File: src/mpio_pkg.sv
package mpio_pkg;

	// Register byte addresses
	localparam logic [15:0] ADDR_LINE_ZERO_MODE = 16'hb800;
	localparam logic [15:0] ADDR_LINE_ONE_MODE  = 16'hb804;
	localparam logic [15:0] ADDR_COMMAND        = 16'hb808;
	localparam logic [15:0] ADDR_ACTIVE_MODE    = 16'hb80c;
	localparam logic [15:0] ADDR_ASYNC_LINE_IO  = 16'hb874;

	// Mode codes, one bit each except tristate, which is zero
	localparam int MODE_W = 12;
	localparam logic [11:0] MODE_TRISTATE          = 12'h000;
	localparam logic [11:0] MODE_ASYNC_INPUT       = 12'h001;
	localparam logic [11:0] MODE_ASYNC_OUTPUT      = 12'h002;
	localparam logic [11:0] MODE_SAMPLE_BIT_INPUT  = 12'h004;
	localparam logic [11:0] MODE_TRIGGER_INPUT     = 12'h010;
	localparam logic [11:0] MODE_TRIGGER_OUTPUT    = 12'h020;
	localparam logic [11:0] MODE_OVERRANGE_OUTPUT  = 12'h040;
	localparam logic [11:0] MODE_RUNNING_OUTPUT    = 12'h100;
	localparam logic [11:0] MODE_ARMED_OUTPUT      = 12'h200;
	localparam logic [11:0] MODE_EARLY_TRIG_OUTPUT = 12'h400;
	localparam logic [11:0] MODE_EARLY_TRIG_UNCHK  = 12'h800;
	localparam logic [11:0] MODE_RESET             = 12'h000;

	// Command register bit positions
	localparam int CMD_CARD_START_BIT  = 0;
	localparam int CMD_APPLY_SETUP_BIT = 1;

	// Active mode readback field positions
	localparam int ACTIVE_ZERO_LSB = 0;
	localparam int ACTIVE_ONE_LSB  = 16;

	// Sample word layout
	localparam int ADC_W          = 14;
	localparam int SAMPLE_W       = 16;
	localparam int SAMPLE_BIT_ONE = 15;
	localparam int SAMPLE_BIT_ZERO = 14;

	// Values after reset
	localparam logic [1:0]  ASYNC_OUT_RESET = 2'h0;
	localparam logic [31:0] RDATA_RESET     = 32'h0000_0000;

endpackage : mpio_pkg

File: src/mpio_line_ctrl.sv
// Functional notes
// digital-input lines become sample bits 14/15
// any digital-input line disables sign extension
// trigger-input lines feed extra trigger sources
// trigger output high while post counter runs
// streaming: trigger output held until stop
// overrange output follows channel zero/one overrange
// running output high while acquisition runs
// armed output high only when armed
// armed output low idle, pretrigger, triggered
// early trigger raised on event, held through post
// checked early trigger needs armed card
// unchecked early trigger ignores arm state
// source spaces events beyond re-arm time
// new mode applied only on start/setup command
// async read in input, trigger, digital modes
// async register bit0 line zero, bit1 line one
// async values driven and read without sampling
// output line reads back driven level
// mode zero is tristate, reset state
// codes one/two are async input/output
// mode register holds exactly one code
// two lines operate independently
module mpio_line_ctrl
	import mpio_pkg::*;
(
	// Clock and reset
	input  wire logic                clk,
	input  wire logic                rstn,
	// Register port
	input  wire logic [15:0]         addr,
	input  wire logic [31:0]         wdata,
	input  wire logic                wr_stb,
	input  wire logic                rd_stb,
	output      logic [31:0]         rdata,
	// Acquisition status, same clock
	input  wire logic                acq_running,
	input  wire logic                pretrig_done,
	input  wire logic                card_triggered,
	input  wire logic                post_running,
	input  wire logic                stream_mode,
	input  wire logic                trig_event,
	input  wire logic [1:0]          overrange,
	// Sample stream
	input  wire logic [ADC_W-1:0]    adc_sample,
	input  wire logic                adc_valid,
	output      logic [SAMPLE_W-1:0] sample_word,
	output      logic                sample_valid,
	// Extra trigger sources
	output      logic                extra_trigger_a,
	output      logic                extra_trigger_b,
	// Connector lines
	input  wire logic [1:0]          line_in,
	output      logic [1:0]          line_out,
	output      logic [1:0]          line_oe
);

	// Mode registers, pending and active
	logic [MODE_W-1:0] zero_pend_reg;
	logic [MODE_W-1:0] one_pend_reg;
	logic [MODE_W-1:0] zero_act_reg;
	logic [MODE_W-1:0] one_act_reg;
	logic [1:0]        async_out_reg;
	logic [1:0]        sync1_reg;
	logic [1:0]        sync2_reg;
	logic              post_q_reg;
	logic [1:0]        early_reg;
	logic [1:0]        early_next;
	logic [1:0]        drv_out_next;
	logic [1:0]        drv_oe_next;
	logic [31:0]       rdata_next;
	logic              armed;
	logic              post_done;
	logic              apply_cmd;
	logic              any_sample_in;

	// Only single codes are legal mode values
	function automatic logic valid_mode(input logic [MODE_W-1:0] m);
		case (m)
			MODE_TRISTATE, MODE_ASYNC_INPUT, MODE_ASYNC_OUTPUT,
			MODE_SAMPLE_BIT_INPUT, MODE_TRIGGER_INPUT,
			MODE_TRIGGER_OUTPUT, MODE_OVERRANGE_OUTPUT,
			MODE_RUNNING_OUTPUT, MODE_ARMED_OUTPUT,
			MODE_EARLY_TRIG_OUTPUT, MODE_EARLY_TRIG_UNCHK: valid_mode = 1'b1;
			default: valid_mode = 1'b0;
		endcase
	endfunction

	// Modes where the pin is read, not driven
	function automatic logic input_mode(input logic [MODE_W-1:0] m);
		input_mode = (m == MODE_ASYNC_INPUT) || (m == MODE_TRIGGER_INPUT)
			|| (m == MODE_SAMPLE_BIT_INPUT);
	endfunction

	// Line feeds its level into the sample stream
	function automatic logic sample_in_mode(input logic [MODE_W-1:0] m);
		sample_in_mode = (m == MODE_SAMPLE_BIT_INPUT);
	endfunction

	// Line feeds its level to an extra trigger source
	function automatic logic trig_in_mode(input logic [MODE_W-1:0] m);
		trig_in_mode = (m == MODE_TRIGGER_INPUT);
	endfunction

	// Driven level of one line from its own mode only
	function automatic logic line_level(
		input logic [MODE_W-1:0] m,
		input logic              async_bit,
		input logic              ovr_bit,
		input logic              early_bit
	);
		case (m)
			MODE_ASYNC_OUTPUT:      line_level = async_bit;
			MODE_TRIGGER_OUTPUT:    line_level = post_running
				|| (stream_mode && card_triggered && acq_running); // see R04
			MODE_OVERRANGE_OUTPUT:  line_level = ovr_bit;
			MODE_RUNNING_OUTPUT:    line_level = acq_running;
			MODE_ARMED_OUTPUT:      line_level = armed;
			MODE_EARLY_TRIG_OUTPUT: line_level = early_bit;
			MODE_EARLY_TRIG_UNCHK:  line_level = early_bit;
			default:                line_level = 1'b0;
		endcase
	endfunction

	// Pin drives only in output modes
	function automatic logic line_drives(input logic [MODE_W-1:0] m);
		line_drives = (m != MODE_TRISTATE) && !input_mode(m); // see R19
	endfunction

	// Early trigger event qualification per mode
	function automatic logic early_set(input logic [MODE_W-1:0] m);
		case (m)
			MODE_EARLY_TRIG_OUTPUT: early_set = trig_event && armed;
			MODE_EARLY_TRIG_UNCHK:  early_set = trig_event;
			default:                early_set = 1'b0;
		endcase
	endfunction

	// Armed only between pretrigger fill and trigger
	assign armed = acq_running && pretrig_done && !card_triggered; // see R08

	// Post counter end seen as falling edge of its run flag
	assign post_done = post_q_reg && !post_running;

	// Start and setup commands both latch the pending modes
	assign apply_cmd = wr_stb && (addr == ADDR_COMMAND)
		&& (wdata[CMD_CARD_START_BIT] || wdata[CMD_APPLY_SETUP_BIT]);

	// Any digital-input line takes over both upper sample bits
	assign any_sample_in = sample_in_mode(zero_act_reg)
		|| sample_in_mode(one_act_reg);

	// Two-stage synchroniser on the connector pins
	always_ff @(posedge clk)
	begin
		if (!rstn)
		begin
			sync1_reg <= 2'h0;
			sync2_reg <= 2'h0;
		end
		else
		begin
			sync1_reg <= line_in;
			sync2_reg <= sync1_reg;
		end
	end

	// Pending modes; illegal mixtures are dropped so one code stays held
	// Upper write bits are ignored; the mode field is the low bits only
	always_ff @(posedge clk)
	begin
		if (!rstn)
		begin
			zero_pend_reg <= MODE_RESET;
			one_pend_reg  <= MODE_RESET;
		end
		else if (wr_stb)
		begin
			if (addr == ADDR_LINE_ZERO_MODE && valid_mode(wdata[MODE_W-1:0]))
				zero_pend_reg <= wdata[MODE_W-1:0];
			if (addr == ADDR_LINE_ONE_MODE && valid_mode(wdata[MODE_W-1:0]))
				one_pend_reg <= wdata[MODE_W-1:0];
		end
	end

	// Active modes change only on a command, so a mode write alone
	// never switches a line under a running acquisition
	always_ff @(posedge clk)
	begin
		if (!rstn)
		begin
			zero_act_reg <= MODE_RESET;
			one_act_reg  <= MODE_RESET;
		end
		else if (apply_cmd)
		begin
			zero_act_reg <= zero_pend_reg;
			one_act_reg  <= one_pend_reg;
		end
	end

	// Asynchronous output value, bit per line
	always_ff @(posedge clk)
	begin
		if (!rstn)
			async_out_reg <= ASYNC_OUT_RESET;
		else if (wr_stb && addr == ADDR_ASYNC_LINE_IO)
			async_out_reg <= wdata[1:0]; // see R16
	end

	// Early trigger flags: event sets, post counter end clears, set wins
	// Stopping the card clears too, so a cut run leaves no flag behind
	always_comb
	begin
		early_next = early_reg;
		if (post_done)
			early_next = 2'h0;
		if (!acq_running && !post_running)
			early_next = 2'h0;
		if (early_set(zero_act_reg))
			early_next[0] = 1'b1;
		if (early_set(one_act_reg))
			early_next[1] = 1'b1;
	end

	always_ff @(posedge clk)
	begin
		if (!rstn)
		begin
			early_reg  <= 2'h0;
			post_q_reg <= 1'b0;
		end
		else
		begin
			early_reg  <= early_next;
			post_q_reg <= post_running;
		end
	end

	// Per-line drive, each from its own mode
	always_comb
	begin
		drv_out_next[0] = line_level(zero_act_reg, async_out_reg[0],
			overrange[0], early_reg[0]);
		drv_out_next[1] = line_level(one_act_reg, async_out_reg[1],
			overrange[1], early_reg[1]);
		drv_oe_next[0]  = line_drives(zero_act_reg);
		drv_oe_next[1]  = line_drives(one_act_reg);
	end

	// Registered pin drive; one cycle behind the status inputs, two behind trig_event in early trigger modes
	// Level is masked by the enable so a released pin never carries data
	always_ff @(posedge clk)
	begin
		if (!rstn)
		begin
			line_out <= 2'h0;
			line_oe  <= 2'h0;
		end
		else
		begin
			line_out <= drv_out_next & drv_oe_next;
			line_oe  <= drv_oe_next;
		end
	end

	// Extra trigger sources; masks elsewhere decide if they fire
	always_ff @(posedge clk)
	begin
		if (!rstn)
		begin
			extra_trigger_a <= 1'b0;
			extra_trigger_b <= 1'b0;
		end
		else
		begin
			extra_trigger_a <= trig_in_mode(zero_act_reg) && sync2_reg[0];
			extra_trigger_b <= trig_in_mode(one_act_reg) && sync2_reg[1];
		end
	end

	// Sample word: upper bits carry lines or the sign
	always_ff @(posedge clk)
	begin
		if (!rstn)
		begin
			sample_word  <= '0;
			sample_valid <= 1'b0;
		end
		else
		begin
			sample_valid <= adc_valid;
			if (adc_valid)
			begin
				sample_word[ADC_W-1:0] <= adc_sample;
				if (!any_sample_in)
				begin
					sample_word[SAMPLE_BIT_ZERO] <= adc_sample[ADC_W-1];
					sample_word[SAMPLE_BIT_ONE]  <= adc_sample[ADC_W-1];
				end
				else
				begin
					// Sign extension off once any line is digital input
					sample_word[SAMPLE_BIT_ZERO] <= sample_in_mode(zero_act_reg)
						&& sync2_reg[0]; // see R01
					sample_word[SAMPLE_BIT_ONE]  <= sample_in_mode(one_act_reg)
						&& sync2_reg[1]; // see R01
				end
			end
		end
	end

	// Read mux; async bits show pin in input modes, drive level otherwise
	always_comb
	begin
		rdata_next = RDATA_RESET;
		case (addr)
			ADDR_LINE_ZERO_MODE: rdata_next[MODE_W-1:0] = zero_pend_reg;
			ADDR_LINE_ONE_MODE:  rdata_next[MODE_W-1:0] = one_pend_reg;
			ADDR_ACTIVE_MODE:
			begin
				rdata_next[ACTIVE_ZERO_LSB +: MODE_W] = zero_act_reg;
				rdata_next[ACTIVE_ONE_LSB +: MODE_W]  = one_act_reg;
			end
			ADDR_ASYNC_LINE_IO:
			begin
				rdata_next[0] = input_mode(zero_act_reg) ? sync2_reg[0] : line_out[0]; // see R15
				rdata_next[1] = input_mode(one_act_reg) ? sync2_reg[1] : line_out[1];
			end
			// Command register is write only and reads as zero
			default: rdata_next = RDATA_RESET;
		endcase
	end

	// Read data stands only in the cycle after the strobe
	always_ff @(posedge clk)
	begin
		if (!rstn)
			rdata <= RDATA_RESET;
		else if (rd_stb)
			rdata <= rdata_next;
		else
			rdata <= RDATA_RESET;
	end

endmodule // mpio_line_ctrl

File: config.mk
export PLATFORM = sky130hd
export DESIGN_NAME = mpio_line_ctrl
export DESIGN_NICKNAME = d
export VERILOG_FILES = /design/src/mpio_pkg.sv /design/src/mpio_line_ctrl.sv
export SDC_FILE = /design/constraint.sdc
export NUM_CORES = 1
export LEC_CHECK = 0
export BUFFER_PORTS_ARGS = -buffer_cell sky130_fd_sc_hd__buf_2
export CORE_MARGIN = 2
export CORE_UTILIZATION = 55
export DETAILED_ROUTE_END_ITERATION = 8
export GPL_TIMING_DRIVEN = 1
export HOLD_SLACK_MARGIN = 0.15
export PLACE_DENSITY = 0.89
export SYNTH_ARGS = -nofsm -noshare
export SYNTH_HDL_FRONTEND = slang
export SYNTH_SLANG_ARGS = --single-unit
File: constraint.sdc
create_clock -name clk -period 3.6 [get_ports clk]
set_clock_uncertainty 0.05 [all_clocks]
set_input_delay 0.54 -clock clk [delete_from_list [all_inputs] [get_ports clk]]
set_output_delay 0.54 -clock clk [all_outputs]
set_load 0.01 [all_outputs]
==> impl_metrics.csv, run 1 <==
group,metric,value,unit
status,status,"finished clean",
cells_and_area,postLayoutCellArea,0.00519,mm^2
cts,clock-sinks,104,
synthesis,ys_seq_elements,104,
power,finalPower,2.10,mW
die,boundaryPins,132,
synthesis,async_flop_share,0,%
setup_path,worstPathRequired,3.83,ns
route,vias_per_cell,5.78,
synthesis,yosysTopAreaCell,"dfxtp_1",
cells_and_area,antennaDiodeCount,0,
route,drt-total-wl,10.9,mm
timing,slew_headroom,49.4,%
cells_and_area,regMostFlops,"rdata",
cells_and_area,fin_cells,667,
flow_run,max_cap_viol_count,0,
hold_path,min_path_type,"in -> reg",
timing,finalSetupTns,0,ns
setup_path,cp-end-kind,"flip-flop",
cells_and_area,nFillCells,640,
die,dieArea,0.00881,mm^2
setup_path,path_delay_family,"simple AND/OR/NAND/NOR gates",
synthesis,synthXorXnorAreaFrac,0.591,%
die,die_h,93.9,um
synthesis,yosys.area_share.simple,21.5,%
cells_and_area,regArea,0.00208,mm^2
cells_and_area,largest_reg_flops,24,
setup_path,crit_top_cell,"or4_1",
timing,min_period_over_period,58.3,%
die,chipWidth,93.9,um
synthesis,synth_most_common_cell,"dfxtp_1",
placement,io_buffers,103,
timing,rsz0062_at_grt,"false",
global_route,grt_pass1_wl,17.5,mm
cts,post_cts_buffers,0,
setup_path,path_class,"reg -> reg",
synthesis,synth-adder-area-share,0,%
power,powerDensity,405,mW/mm^2
cts,ctsResizeCount,0,
cts,clockBufferDepth,2,
synthesis,ys.flop_type,"dfxtp_1",
global_route,antenna_found_initial,0,
route,vias,3856,
timing,min_period,2.10,ns
setup_path,cp-start-kind,"flip-flop",
power,ir_drop,0.246,mV
route,first_pass_iters,5,
global_route,grt_pass1_vias,3643,
cells_and_area,largest_registers,"rdata x24, sample_word x16",
synthesis,avgSynthCellArea,9.49,um^2
route,drt_iter0_markers,246,
timing,hold_viol,0,
global_route,gr-total-overflow,0,
synthesis,synth-compound-area-share,9.69,%
synthesis,synth_top_area_share,46.9,%
route,drc_errors,0,
global_route,grt_max_degree,46,
cells_and_area,multi_input_area,0.00219,mm^2
timing,final_max_slew_viol_count,0,
setup_path,cp_num_buf_inv,0,
setup_path,crit_fanout,6,
placement,gp_congestion,0.944,
synthesis,netlist_top_cells_area,"dfxtp_1 (47%), mux2i_1 (14%), nor2_1 (5.3%), nand2_1 (3.3%), mux2_2 (3.0%)",
route,drtAntennaViolNets,0,
timing,setup_violations,0,
cells_and_area,drive_gt1_share,25.5,%
setup_path,arrival,2.33,ns
power,p_leak,2.48,nW
placement,dp.cells,651,
synthesis,synth_cells,468,
synthesis,yosys-top-cells-count,"dfxtp_1 (104), nor2_1 (63), mux2i_1 (60)",
cts,numCtsBuffers,9,
synthesis,synth_seq_area_share,46.9,%
cts,cts_tree,"built",
timing,fmax,0.476,GHz
die,rows,32,
cts,htree_levels,3,
setup_path,slowest_stage,"or4_1",
die,start_util,57.2,%
synthesis,synth-edff-count,0,
synthesis,netlist_area,0.00444,mm^2
synthesis,synth_top_family_by_area,"simple AND/OR/NAND/NOR gates",
cells_and_area,area_growth,16.7,%
timing,holdWs,0.319,ns
cts,cts.clk_slew.worst_paths,0.10,ns
synthesis,yosysUniqueCellTypes,53,
cts,cts-root-buf,"clkbuf_8",
placement,hpwlAfterDp,7.62,mm
cts,clk_latency,0.38,ns
global_route,grtUsageTotal,25.5,%
synthesis,synth.mux.area_fraction,16.6,%
setup_path,path_cells,"or4_1 > or4_1 > o21ai_1 > a21oi_1 > o21a_1",
cts,hold_buffers,0,
route,post_drt_wl_per_cell,16.3,um
setup_path,slowest_delay,0.63,ns
synthesis,ys.warnings.count,0,
timing,tightest_slew,0.758,ns
cells_and_area,nets,637,
placement,placedInstanceArea,0.00497,mm^2
die,core,0.00777,mm^2
==> final timing paths <==
path | from | end | slack (ns) | cells past startpoint
min | line_in[0] | sync1_reg[0] | 0.32 | 2
max reg2reg | one_act_reg[11] | rdata[1] | 1.50 | 5
max | one_act_reg[11] | rdata[1] | 1.50 | 5
min reg2reg | sync1_reg[1] | sync2_reg[1] | 0.39 | 1
==> power by group <==
group          internal (mW)  switching (mW)
Combinational         0.0546          0.0813
Sequential              1.16         0.00664
Clock                  0.396           0.400
==> area by class of cell <==
type / instances / share of cell area [%]
clock buffers: 10 / 2.46
clock inverters: 6 / 1.74
inverters: 7 / 0.507
multi-input cells: 331 / 42.2
flip-flops and latches: 104 / 40.1
well taps: 102 / 2.46
repair buffers: 107 / 10.5
==> stage by stage <==
stage / setup WS (ns) / utilization [%]
after floorplan: 1.46 / -
after global placement: 1.21 / 64.0
after global routing: 1.31 / 66.8
after detailed placement: 1.13 / 64.0
final: 1.50 / 66.8
after CTS: 1.51 / 66.8
==> kinds of logic after synthesis <==
logic type	count (synthesis)
buffers and inverters	40
AOI/OAI and AO/OA	61
DFF	104
xor gates and xnor gates	3
and+or+nand+nor	187
other	1
muxes	72
==> cell usage in the layout (no fill, tap or decap), types with 2 or more instances in the layout <==
| cell type | netlist | routed |
|---|---|---|
| nor2_1 | 63 | 63 |
| inv_6 | 0 | 2 |
| bufinv_16 | 0 | 2 |
| and2_1 | 18 | 18 |
| nand2b_1 | 5 | 5 |
| nand3b_1 | 6 | 6 |
| a32oi_1 | 2 | 2 |
| a21oi_1 | 12 | 12 |
| nand4_1 | 3 | 3 |
| xor2_1 | 3 | 3 |
| conb_1 | 1 | 8 |
| nand2_1 | 39 | 39 |
| a31oi_1 | 6 | 6 |
| o21a_1 | 4 | 4 |
| o41ai_1 | 2 | 2 |
| dfxtp_1 | 104 | 104 |
| inv_2 | 2 | 2 |
| o21ai_0 | 10 | 10 |
| buf_2 | 1 | 103 |
| nand3_1 | 9 | 9 |
| inv_1 | 5 | 5 |
| mux2i_1 | 60 | 60 |
| and3_1 | 5 | 5 |
| or4_1 | 6 | 6 |
| a21o_1 | 2 | 2 |
| nor4_1 | 10 | 10 |
| a22oi_1 | 13 | 13 |
| mux2_2 | 12 | 12 |
| clkbuf_8 | 0 | 9 |
| nor3_1 | 7 | 7 |
| nor3b_1 | 2 | 2 |
| or3_1 | 3 | 3 |
| buf_4 | 9 | 4 |
==> layer usage <==
layer	vias up	track usage, %	wire, um
li1	1822	-	-
met1	1801	31.7	4350
met2	203	43.5	5290
met3	30	5.38	942
met4	0	9.06	300
met5	-	0	0
Power figures use the tool's default switching activity.
==> inputs of run 2 (changes only) <==
CORE_UTILIZATION = 51   (was 55)
PLACE_DENSITY = 0.84   (was 0.89)
clock period = 2 ns   (was 3.6 ns; I/O delays follow)
==> impl_metrics.csv, run 2 (synthesis gave the netlist of run 1 again) <==
group,metric,value,unit
cells_and_area,regMostFlops,"rdata",
timing,final_max_slew_viol_count,0,
setup_path,path_cells,"or4_4 > or4_4 > o21ai_4 > a21oi_2 > o21a_1",
die,die_h,97.3,um
cts,cts.clk_slew.worst_paths,0.10,ns
cts,htree_levels,3,
route,vias_per_cell,5.75,
setup_path,cp-end-kind,"flip-flop",
die,core,0.00859,mm^2
cells_and_area,nets,679,
cells_and_area,regArea,0.00208,mm^2
setup_path,arrival,2.17,ns
setup_path,slowest_delay,0.59,ns
route,first_pass_iters,5,
placement,gp_congestion,0.892,
timing,setup_violations,0,
cells_and_area,layout_common_cells,"dfxtp_1 (104), buf_2 (103), nor2_1 (63), mux2i_1 (60), nand2_1 (39)",
die,start_util,51.7,%
hold_path,min_path_type,"in -> reg",
timing,fmax,0.512,GHz
setup_path,slowest_stage,"or4_4",
timing,hold_viol,0,
status,status,"finished clean",
setup_path,crit_top_cell,"or4_4",
placement,io_buffers,103,
cells_and_area,final_common_cell,"dfxtp_1",
route,drc_errors,0,
cts,clockBufferDepth,2,
cells_and_area,largest_registers,"rdata x24, sample_word x16",
power,p_leak,2.70,nW
route,drtAntennaViolNets,0,
timing,holdWs,0.151,ns
timing,tightest_slew,0.583,ns
global_route,grt_pass1_wl,18.9,mm
timing,slew_headroom,60.8,%
route,post_drt_wl_per_cell,16.8,um
setup_path,crit_fanout,5,
die,boundaryPins,132,
cts,cts_tree,"built",
cts,clock-sinks,104,
cells_and_area,multi_input_area,0.00223,mm^2
global_route,grtUsageTotal,24.5,%
route,drt_iter0_markers,298,
cts,cts-root-buf,"clkbuf_8",
setup_path,cp-start-kind,"flip-flop",
placement,hpwlAfterDp,8.20,mm
route,drt-total-wl,12.0,mm
setup_path,path_class,"reg -> reg",
cells_and_area,drive_gt1_share,29.7,%
die,chipWidth,97.3,um
cells_and_area,area_growth,26.4,%
timing,finalSetupTns,0,ns
cts,clk_latency,0.37,ns
cells_and_area,largest_reg_flops,24,
setup_path,worstPathRequired,2.21,ns
flow_run,max_cap_viol_count,0,
global_route,gr-total-overflow,0,
setup_path,cp_num_buf_inv,0,
timing,min_period,1.95,ns
global_route,grt_max_degree,36,
setup_path,path_delay_family,"simple AND/OR/NAND/NOR gates",
global_route,antenna_found_initial,1,
power,powerDensity,665,mW/mm^2
cts,numCtsBuffers,9,
timing,min_period_over_period,97.7,%
cells_and_area,nFillCells,658,
global_route,grt_pass1_vias,3885,
die,dieArea,0.00947,mm^2
route,vias,4115,
timing,rsz0062_at_grt,"false",
die,rows,34,
power,ir_drop,0.306,mV
run 2: changes by cell type in the layout (fill, tap and decap cells not counted), sizes merged:
cell         delta
clkbuf          -1
dlygate4sd3    +15
diode           +1
inv             +1
bufinv          -1
buf            +27
clkinvlp        +1
run 2: worst min-delay path, stage by stage:
cell and delay [ns]:
buf_2 0.10, mux2i_1 0.07, nor2_1 0.07
run 2: area by class of cell:
class | count | area share, %
antenna | 1 | 0.0446
clock buffer | 9 | 2.21
clock inverter | 7 | 1.36
inverter | 7 | 0.468
multi-input combinational | 331 | 39.8
sequential | 104 | 37.1
tap | 108 | 2.41
timing repair buffer | 149 | 16.7
run 2: layer usage:
metal  GRT usage [%]  share of wire (%)  vias up  wire [um]
met5               0                  0        -          0
met4            11.6                3.2        0        386
met3            4.96                7.0       40        846
met2            40.7                 49      194       5900
met1            30.5                 41     1971       4900
li1                -                  -     1910          -
run 2: path summary, 6_finish.rpt:
check                 startpoint  cells past startpoint  slack, ns         endpoint
setup reg to reg  one_act_reg[9]                      5       0.05         rdata[1]
hold reg to reg     sync1_reg[0]                      1       0.41     sync2_reg[0]
setup / recovery  one_act_reg[9]                      5       0.05         rdata[1]
hold / removal    adc_sample[13]                      3       0.15  sample_word[13]
run 2: timing repair:
item,4_1_cts,5_1_grt
pin swaps,0,2
buffers inserted,0,0
setup endpoints to repair,1,4
hold buffers,15,0
resized for setup,1,8
endpoints found under the hold margin,15,0
run 2: metrics by stage:
| step | utilization [%] | power [mW] | setup WS (ns) | cell area, um^2 | std cells |
|---|---|---|---|---|---|
| global route | 65.3 | 3.84 | 0.0154 | 5620 | 716 |
| finish | 65.3 | 3.74 | 0.0469 | 5620 | 716 |
| detailed placement | 60.7 | 2.41 | -0.0561 | 5220 | 684 |
| floorplan | - | 2.29 | 0.0977 | 4470 | 475 |
| global placement | 60.7 | 2.40 | 0.00530 | 5220 | 684 |
| CTS | 64.8 | 3.72 | 0.0210 | 5570 | 715 |
run 2: power breakdown:
part	total, mW	switching, mW	leakage (nW)	internal [mW]
Clock	1.34	0.747	0.0966	0.590
Combinational	0.292	0.161	1.76	0.130
Sequential	2.11	0.0132	0.842	2.09
